File: src/lsag_defines.svh
// Purpose: register offsets, field positions and reset values of the line status
//          and acquisition gate block
// Assumes: 8-bit APB byte address, one aligned 32-bit word per register
// Notes:   definitions only
`ifndef LSAG_DEFINES_SVH
`define LSAG_DEFINES_SVH

// register byte offsets
`define LSAG_OFF_GP_LVL     8'h00
`define LSAG_OFF_SPARE_LVL  8'h04
`define LSAG_OFF_CC1_LVL    8'h08
`define LSAG_OFF_CC2_LVL    8'h0c
`define LSAG_OFF_CC3_LVL    8'h10
`define LSAG_OFF_ALL_LVL    8'h14
`define LSAG_OFF_GP_POL     8'h18
`define LSAG_OFF_SPARE_POL  8'h1c
`define LSAG_OFF_CC1_POL    8'h20
`define LSAG_OFF_CC2_POL    8'h24
`define LSAG_OFF_CC3_POL    8'h28
`define LSAG_OFF_LINE_SEL   8'h2c
`define LSAG_OFF_SEL_STAT   8'h30
`define LSAG_OFF_ACQ_CTRL   8'h34
`define LSAG_OFF_BURST_LEN  8'h38
`define LSAG_OFF_ACQ_STAT   8'h3c

// field positions
`define LSAG_SEL_LVL_BIT    0
`define LSAG_SEL_POL_BIT    1
`define LSAG_CTRL_EN_BIT    0
`define LSAG_CTRL_SW_ACQ    1
`define LSAG_CTRL_SW_FRM    2
`define LSAG_STAT_WACQ_BIT  0
`define LSAG_STAT_WFRM_BIT  1

// reset values
`define LSAG_RST_SEL        3'h0
`define LSAG_RST_ACQ_EN     1'b0
`define LSAG_RST_BURST      16'h0001

// line count and synchroniser depth
`define LSAG_NUM_LINES      5
`define LSAG_SYNC_STAGES    2

`endif

File: src/lsag_pkg.sv
// Purpose: types shared by the line status and acquisition gate block
// Assumes: constants live in lsag_defines.svh
// Notes:   one-hot acquisition status codes
package lsag_pkg;

  // acquisition status, one-hot
  typedef enum logic [1:0]
  {
    LSAG_WAIT_ACQ   = 2'b01,
    LSAG_WAIT_FRAME = 2'b10
  } lsag_acq_st_t;

  // line picker codes
  typedef enum logic [2:0]
  {
    LSAG_LINE_GP    = 3'h0,
    LSAG_LINE_SPARE = 3'h1,
    LSAG_LINE_CC1   = 3'h2,
    LSAG_LINE_CC2   = 3'h3,
    LSAG_LINE_CC3   = 3'h4
  } lsag_line_t;

  // whole state of the top module
  typedef struct packed
  {
    lsag_acq_st_t fsm;
    logic [1:0]   trg_prev;
    logic [2:0]   sel;
    logic         acq_en;
    logic [15:0]  burst;
    logic [15:0]  cnt;
    logic         frame_go;
    logic [31:0]  rd_data;
    logic         rd_err;
  } lsag_state_t;

endpackage

File: src/lsag_sync.sv
// Purpose: two-stage synchroniser for a vector of asynchronous pins
// Assumes: each bit is an independent level
// Notes:   only stage two leaves the module
`timescale 1ns/1ps
module lsag_sync
#(
  parameter int W = 1
)
(
  // clock and reset
  input  wire logic         pclk,
  input  wire logic         presetn,
  // pins and synchronised copy
  input  wire logic [W-1:0] din,
  output logic      [W-1:0] dout
);

  // both stages in one state word
  typedef struct packed
  {
    logic [W-1:0] s1;
    logic [W-1:0] s2;
  } lsag_sync_st_t;

  lsag_sync_st_t st_ff;   // registered stages
  lsag_sync_st_t nxt_st;  // next stages

  generate
    if (W < 1)
    begin : g_chk
      $error("lsag_sync: width must be at least one");
    end
  endgenerate

  // stage one only feeds stage two, which keeps metastability away from logic
  always_comb
  begin
    nxt_st    = st_ff;
    nxt_st.s1 = din;
    nxt_st.s2 = st_ff.s1;
  end

  // constant reset, pins are never loaded under reset
  always_ff @(posedge pclk or negedge presetn)
  begin
    if (!presetn)
      st_ff <= '0;
    else
      st_ff <= nxt_st;
  end

  assign dout = st_ff.s2;

endmodule

File: src/lsag_top.sv
// Purpose: line level and polarity readback plus acquisition start gate, APB slave
// Assumes: one clock pclk at 250 MHz, pins asynchronous, zero-wait APB
// Notes:   frame start events pass only while waiting for frame start
//
// Behaviour
// - picked line reads high true, low false
// - general line level reads 1 high, 0 low
// - spare and CC1-CC3 have own level registers
// - 32-bit word holds every line's present level
// - zero bit in word means line low
// - picked line reports its polarity type
// - general line polarity reads 1 positive, 0 negative
// - spare and CC1-CC3 have own polarity registers
// - gate off makes acquisition start internally
// - gate on starts waiting for acquisition start (here only once the running burst count is reached)
// - no frame start while waiting for acquisition
// - acquisition start moves to waiting for frames
// - burst count reached returns to acquisition wait
// - stay waiting until new acquisition start
// - frame starts outside frame wait are dropped
//
// Design decisions made here: the APB interface to the registers and the placing of the registers.
`timescale 1ns/1ps
`include "lsag_defines.svh"
module lsag_top
  import lsag_pkg::*;
#(
  parameter logic [4:0]  LINE_POS  = 5'h1f,          // polarity per line, 1 positive
  parameter logic [15:0] BURST_RST = `LSAG_RST_BURST // burst length after reset
)
(
  // clock and reset
  input  wire logic        pclk,
  input  wire logic        presetn,
  // apb slave
  input  wire logic        psel,
  input  wire logic        penable,
  input  wire logic        pwrite,
  input  wire logic [7:0]  paddr,
  input  wire logic [31:0] pwdata,
  output logic      [31:0] prdata,
  output logic             pready,
  output logic             pslverr,
  // i/o line pins: gp, spare, cc1, cc2, cc3
  input  wire logic        gp_line,
  input  wire logic        spare_line,
  input  wire logic [2:0]  cc_line,
  // hardware trigger pins
  input  wire logic        acq_start_pin,
  input  wire logic        frame_start_pin,
  // acquisition outputs
  output logic             frame_go,
  output logic             wait_acq,
  output logic             wait_frame
);

  lsag_state_t st_ff;        // all registered state
  lsag_state_t nxt_st;       // next state
  logic [6:0]  pins_raw;     // pins before synchronising
  logic [6:0]  pins_sync;    // pins after two flops
  logic [4:0]  line_lvl;     // synchronised line levels
  logic        acq_evt;      // acquisition start event, any source
  logic        frame_evt;    // frame start event, any source
  logic        wr_en;        // write taken this edge
  logic        setup_rd;     // read setup phase
  logic        sw_acq;       // software acquisition start
  logic        sw_frm;       // software frame start
  logic [15:0] cnt_inc;      // frame count plus one

  generate
    if (BURST_RST == 16'h0000)
    begin : g_chk
      $error("lsag_top: burst length after reset must be nonzero");
    end
  endgenerate

  // select one bit of a line vector, unused picker codes give zero
  function automatic logic pick(input logic [4:0] v, input logic [2:0] s);
    logic r;
    r = 1'b0;
    if (s < 3'h5)
      r = v[s];
    return r;
  endfunction

  // address is a mapped register
  function automatic logic mapped(input logic [7:0] a);
    return (a[1:0] == 2'h0) && (a <= `LSAG_OFF_ACQ_STAT);
  endfunction

  // read value of a register, zero where unmapped
  function automatic logic [31:0] rd_word(input logic [7:0] a, input logic [4:0] lv,
                                          input lsag_state_t s);
    logic [31:0] r;
    r = 32'h0;
    unique case (a)
      `LSAG_OFF_GP_LVL:    r[0] = lv[0];
      `LSAG_OFF_SPARE_LVL: r[0] = lv[1];
      `LSAG_OFF_CC1_LVL:   r[0] = lv[2];
      `LSAG_OFF_CC2_LVL:   r[0] = lv[3];
      `LSAG_OFF_CC3_LVL:   r[0] = lv[4];
      `LSAG_OFF_ALL_LVL:   r[4:0] = lv;
      `LSAG_OFF_GP_POL:    r[0] = LINE_POS[0];
      `LSAG_OFF_SPARE_POL: r[0] = LINE_POS[1];
      `LSAG_OFF_CC1_POL:   r[0] = LINE_POS[2];
      `LSAG_OFF_CC2_POL:   r[0] = LINE_POS[3];
      `LSAG_OFF_CC3_POL:   r[0] = LINE_POS[4];
      `LSAG_OFF_LINE_SEL:  r[2:0] = s.sel;
      `LSAG_OFF_SEL_STAT:
      begin
        r[`LSAG_SEL_LVL_BIT] = pick(lv, s.sel);
        r[`LSAG_SEL_POL_BIT] = pick(LINE_POS, s.sel);
      end
      `LSAG_OFF_ACQ_CTRL:  r[`LSAG_CTRL_EN_BIT] = s.acq_en;
      `LSAG_OFF_BURST_LEN: r[15:0] = s.burst;
      `LSAG_OFF_ACQ_STAT:
      begin
        r[`LSAG_STAT_WACQ_BIT] = s.fsm[0];
        r[`LSAG_STAT_WFRM_BIT] = s.fsm[1];
        r[31:16]               = s.cnt;
      end
      default:             r = 32'h0;
    endcase
    return r;
  endfunction

  // lines and trigger pins come from outside the clock domain
  assign pins_raw = {frame_start_pin, acq_start_pin, cc_line, spare_line, gp_line};

  lsag_sync #(.W(7)) u_sync
  (
    .pclk    (pclk),
    .presetn (presetn),
    .din     (pins_raw),
    .dout    (pins_sync)
  );

  // bit map of the all-lines word: 0 gp, 1 spare, 2..4 cc1..cc3, rest zero
  assign line_lvl = pins_sync[4:0];

  // bus decode, zero-wait so every access phase is the taking edge
  assign wr_en    = psel && penable && pwrite;
  assign setup_rd = psel && !penable && !pwrite;
  assign sw_acq   = wr_en && (paddr == `LSAG_OFF_ACQ_CTRL) && pwdata[`LSAG_CTRL_SW_ACQ];
  assign sw_frm   = wr_en && (paddr == `LSAG_OFF_ACQ_CTRL) && pwdata[`LSAG_CTRL_SW_FRM];

  // rising pin edges and software writes both count as trigger events
  assign acq_evt   = sw_acq || (pins_sync[5] && !st_ff.trg_prev[0]);
  assign frame_evt = sw_frm || (pins_sync[6] && !st_ff.trg_prev[1]);
  assign cnt_inc   = st_ff.cnt + 16'h0001;

  // next state: registers, read capture and the acquisition gate
  always_comb
  begin
    nxt_st          = st_ff;
    nxt_st.trg_prev = pins_sync[6:5];
    nxt_st.frame_go = 1'b0;
    // read data is latched at setup so it comes from a flop in the access phase
    if (setup_rd)
    begin
      nxt_st.rd_data = rd_word(paddr, line_lvl, st_ff);
      nxt_st.rd_err  = !mapped(paddr);
    end
    else if (psel && !penable)
    begin
      nxt_st.rd_data = 32'h0;
      nxt_st.rd_err  = !mapped(paddr);
    end
    // register writes
    if (wr_en)
    begin
      unique case (paddr)
        `LSAG_OFF_LINE_SEL:  nxt_st.sel    = pwdata[2:0];
        `LSAG_OFF_ACQ_CTRL:  nxt_st.acq_en = pwdata[`LSAG_CTRL_EN_BIT];
        `LSAG_OFF_BURST_LEN: nxt_st.burst  = pwdata[15:0];
        default:             nxt_st.sel    = st_ff.sel;
      endcase
    end
    // acquisition gate
    unique case (st_ff.fsm)
      LSAG_WAIT_ACQ:
      begin
        // frame starts here are dropped
        if (acq_evt || !st_ff.acq_en)
        begin
          nxt_st.fsm = LSAG_WAIT_FRAME;
          nxt_st.cnt = 16'h0000;
        end
      end
      LSAG_WAIT_FRAME:
      begin
        if (frame_evt)
        begin
          nxt_st.frame_go = 1'b1;
          nxt_st.cnt      = cnt_inc;
          // a burst length of zero matches only when the count wraps, so the burst ends after 65536 frames
          if (cnt_inc == st_ff.burst)
            nxt_st.fsm = LSAG_WAIT_ACQ;
        end
      end
      default:
      begin
        nxt_st.fsm = LSAG_WAIT_ACQ;
      end
    endcase
  end

  // state register, gate starts in acquisition wait
  always_ff @(posedge pclk or negedge presetn)
  begin
    if (!presetn)
      st_ff <= '{fsm: LSAG_WAIT_ACQ, trg_prev: 2'h3, sel: `LSAG_RST_SEL,
                 acq_en: `LSAG_RST_ACQ_EN, burst: BURST_RST, cnt: 16'h0000,
                 frame_go: 1'b0, rd_data: 32'h0, rd_err: 1'b0};
    else
      st_ff <= nxt_st;
  end

  // outputs
  assign prdata     = st_ff.rd_data;
  assign pready     = 1'b1;
  assign pslverr    = psel && penable && st_ff.rd_err;
  assign frame_go   = st_ff.frame_go;
  assign wait_acq   = st_ff.fsm[0];
  assign wait_frame = st_ff.fsm[1];
endmodule

File: config.mk
export PLATFORM = sky130hd
export DESIGN_NAME = lsag_top
export DESIGN_NICKNAME = d
export VERILOG_FILES = /design/src/lsag_pkg.sv /design/src/lsag_sync.sv /design/src/lsag_top.sv
export VERILOG_INCLUDE_DIRS = /design/src /design/src/src
export SDC_FILE = /design/constraint.sdc
export NUM_CORES = 1
export LEC_CHECK = 0
export BUFFER_PORTS_ARGS = -buffer_cell sky130_fd_sc_hd__buf_2
export CORE_UTILIZATION = 50
export CTS_CLUSTER_DIAMETER = 120
export DETAILED_ROUTE_END_ITERATION = 7
export PLACE_DENSITY = 0.77
export SETUP_SLACK_MARGIN = 0.5
export SLEW_MARGIN = 40
export SYNTH_ARGS = -nofsm -noshare
export SYNTH_HDL_FRONTEND = slang
export SYNTH_SLANG_ARGS = --single-unit
export TNS_END_PERCENT = 10
File: constraint.sdc
create_clock -name pclk -period 2.15 [get_ports pclk]
set_input_delay 0.43 -clock pclk [delete_from_list [all_inputs] [get_ports pclk]]
set_output_delay 0.43 -clock pclk [all_outputs]
set_load 0.01 [all_outputs]
==> results.txt <==
Adder-cell share of the synthesized area: 0.00288
Post-Route WL: 9.29 mm
Crit end category: flop
Vias in the first global route: 3122
Number of placement rows: 33
Cell taking the most area after synthesis: dfrtp_1
Mapped Cells: 394
Peak Freq: 0.516 GHz
Clock root buffer: clkbuf_8
RR Startpoint: st_ff[34]
Pin count of the biggest net entering global routing: 89
Core Area: 8300 um^2
R2r worst-path depth: 8
Max_cap viols: 0
Layout area overhead: 17.0%
Num CTS Buffers: 9
Largest family of logic cells by synthesized area: compound AO/OA/AOI/OAI gates
Fin crit period: 1940 ps
RSZ-0062 raised after global routing: true
Final Slew Violations: 0
Setup crit start: st_ff[34]
Share of cells above drive strength 1: 0.353
Post-synthesis simple-gate area fraction: 0.135
Final core utilization: 0.612
Synth Area in Compound Gates: 0.155
Ys Warns: 0
H-tree levels: 3
Initial antenna violation count: 0
CTS max path bufs: 2
Port-buffer cells: 71
GPL Wtd Cong: 0.852
Worst-skew pair later-pin latency: 360 ps
Design Power: 3520 uW
Relative slew slack: 0.591
Global route overflow: 0
Startpoint types: flop
Worst-path clk slew: 100 ps
Synthesized area per cell: 11.0 um^2
Worst Hold Class: in -> async
# hold bufs at CTS: 0
PD cells: 693 nW/um^2
Final Setup Violations: 0
Die area: 9060 um^2
Total Nets Final: 512
Sequential area share after synthesis: 0.508
Synth area leaders: dfrtp_1 (48%), buf_4 (5.7%), a22o_1 (5.6%)
Vias: 3221
Syn_nets: 447
Worst EP required: 2400 ps
WP data arrival: 2190 ps
GRT Util Overall: 0.219
Post-synth EDFFs: 0
Reg2reg end: wait_frame
Clock sinks: 88
TritonRoute pass-1 iters: 5
Crit path kind: reg -> reg
Tcrit/Tclk final: 0.902
Io pins: 89
Crit path capture: wait_frame
CTS tree: built
Asr flop ratio synth: 1.00
DRT iter0 DRCs: 198
Multiplexer share of the synthesized area: 0.0669
Library cells used by synthesis: 59
First-pass GRT wire length: 15.0 mm
Status: complete, no violations
Post-Synth XOR/XNOR Area: 0.0444
R2r setup slk: 210 ps
Peak VDD IR: 0.448 mV
Slew @ Worst Pin: 612 ps
Main synth FF type: dfrtp_1
Die Height: 95.2 um
Drt wl/cell: 16.3 um
Yosys top cell area share: 0.484
Die width: 95.2 um
Antenna-violating nets left: 0
Final Hold Fails: 0
HPWL Detailed: 6.46 mm
CP Max Fanout: 3
Vias/cell: 5.66
Seq cells post-synth: 88
Ant. Diodes: 0
Initial Util: 0.523
Post-route DRC violation count: 0
Mapped Area: 4340 um^2
Final setup skew: 11.4 ps
Leak pwr: 0.00250 uW
-- logic make-up (layout without fill, tap and decap cells) --
group           count (synthesis)  in the layout
compound gates                 96             96
mux                            24             24
fa+ha+maj                       1              1
simple gates                  100            100
other cells                     1              1
flops                          88             88
xor+xnor                       22             22
buf+inv                        62            132
-- power by group --
part | internal, uW | switching [uW] | leakage [uW]
registers | 1720 | 58.1 | 0.00117
logic | 224 | 287 | 0.00122
clock network | 588 | 640 | 0.000105
total | 2530 | 986 | 0.00250
-- metrics by stage --
stage	TNS (ps)	hold WS [ps]	instances	setup slack [ps]	instance area, um^2
after CTS	0	102	567	230	5030
after detailed placement	-78.3	336	544	-71.2	4720
after global routing	0	83.2	569	125	5080
after global placement	0	332	544	26.0	4720
final	0	88.3	569	210	5080
after floorplan	0	134	394	75.9	4340
-- layout by cell type, fill, tap and decap left out, types with 3 or more instances in the layout --
| cell type | count |
|---|---|
| and4_1 | 3 |
| dfrtp_1 | 82 |
| buf_4 | 37 |
| mux2_2 | 10 |
| nor2_1 | 17 |
| buf_2 | 70 |
| and3_1 | 3 |
| nand3_1 | 11 |
| o21ai_0 | 31 |
| o31ai_1 | 8 |
| a22o_1 | 28 |
| dfstp_2 | 4 |
| inv_1 | 6 |
| nand2b_1 | 3 |
| nand4_1 | 6 |
| nor2b_1 | 4 |
| clkbuf_8 | 10 |
| o21ai_1 | 3 |
| mux2_1 | 10 |
| a21oi_1 | 5 |
| a31oi_1 | 3 |
| a22oi_1 | 3 |
| xor2_1 | 9 |
| nor2_2 | 4 |
| and2_1 | 5 |
| or3_1 | 3 |
| xnor2_1 | 13 |
| nand2_1 | 21 |
| nor4_4 | 3 |
| o41ai_1 | 3 |
-- area by class of cell --
cell class              count  area, um^2
inverters                   6        22.5
well taps                 105         131
clock buffers              10         138
multi-input cells         244        1820
clock inverters             6        75.1
repair buffers            110         679
fillers                   696        3220
flip-flops and latches     88        2210
-- worst min-delay path by stage --
stage / to / slack (ps) / from / cells past startpoint
floorplan: frame_go / 130 / presetn / 0
global placement: u_sync.dout[3] / 330 / u_sync.nxt_st[3] / 0
detailed placement: u_sync.dout[6] / 340 / u_sync.nxt_st[6] / 0
CTS: prdata[27] / 100 / presetn / 2
global route: prdata[27] / 80 / presetn / 2
finish: prdata[27] / 90 / presetn / 2
-- state kept, by name (all words and copies together) (netlist names) --
signal / cells
prdata: 32
u_sync.dout: 7
wait_acq: 1
u_sync.nxt_st: 7
wait_frame: 1
st_ff: 39
frame_go: 1
-- critical path, stage by stage, from the launching register on --
cell and delay [ps]:
dfrtp_1 410, buf_4 150, nand4_1 140, buf_4 160, nor4_4 40, or3_1 350, a22oi_1 180, nand4_1 140
o31a_1 260
-- synthesized netlist by cell type, drive strengths merged (2+ instances only) --
cell type,number
a222oi,2
dfstp,4
clkbuf,11
xor2,9
xnor2,13
a21oi,5
mux2i,2
a31oi,3
and3,3
o21ai,34
inv,6
nand4,6
dfrtp,84
nor4,4
a22o,28
nand2b,3
or2,2
nor2,23
o22ai,2
nor3,2
o31ai,8
or3,4
nand2,21
a22oi,4
mux4,2
nor2b,4
o41ai,3
nand3,15
buf,45
mux2,20
and4,3
and2,6
-- layer usage --
| metal | track usage | share of wire | vias up |
|---|---|---|---|
| met3 | 0.0470 | 0.048 | 10 |
| met5 | 0 | 0 | - |
| met2 | 0.343 | 0.49 | 104 |
| li1 | - | - | 1514 |
| met4 | 0.0934 | 0.012 | 0 |
| met1 | 0.293 | 0.45 | 1593 |
-- repair_timing --
action                                 4_1_cts  5_1_grt
gates resized for setup                     11        6
setup endpoints to repair                   38       38
gates cloned                                 0        0
setup buffers                                7        2
pin swaps                                    9        3
endpoints found under the hold margin        0        0
Note: power is estimated with default switching activity, not from simulation.
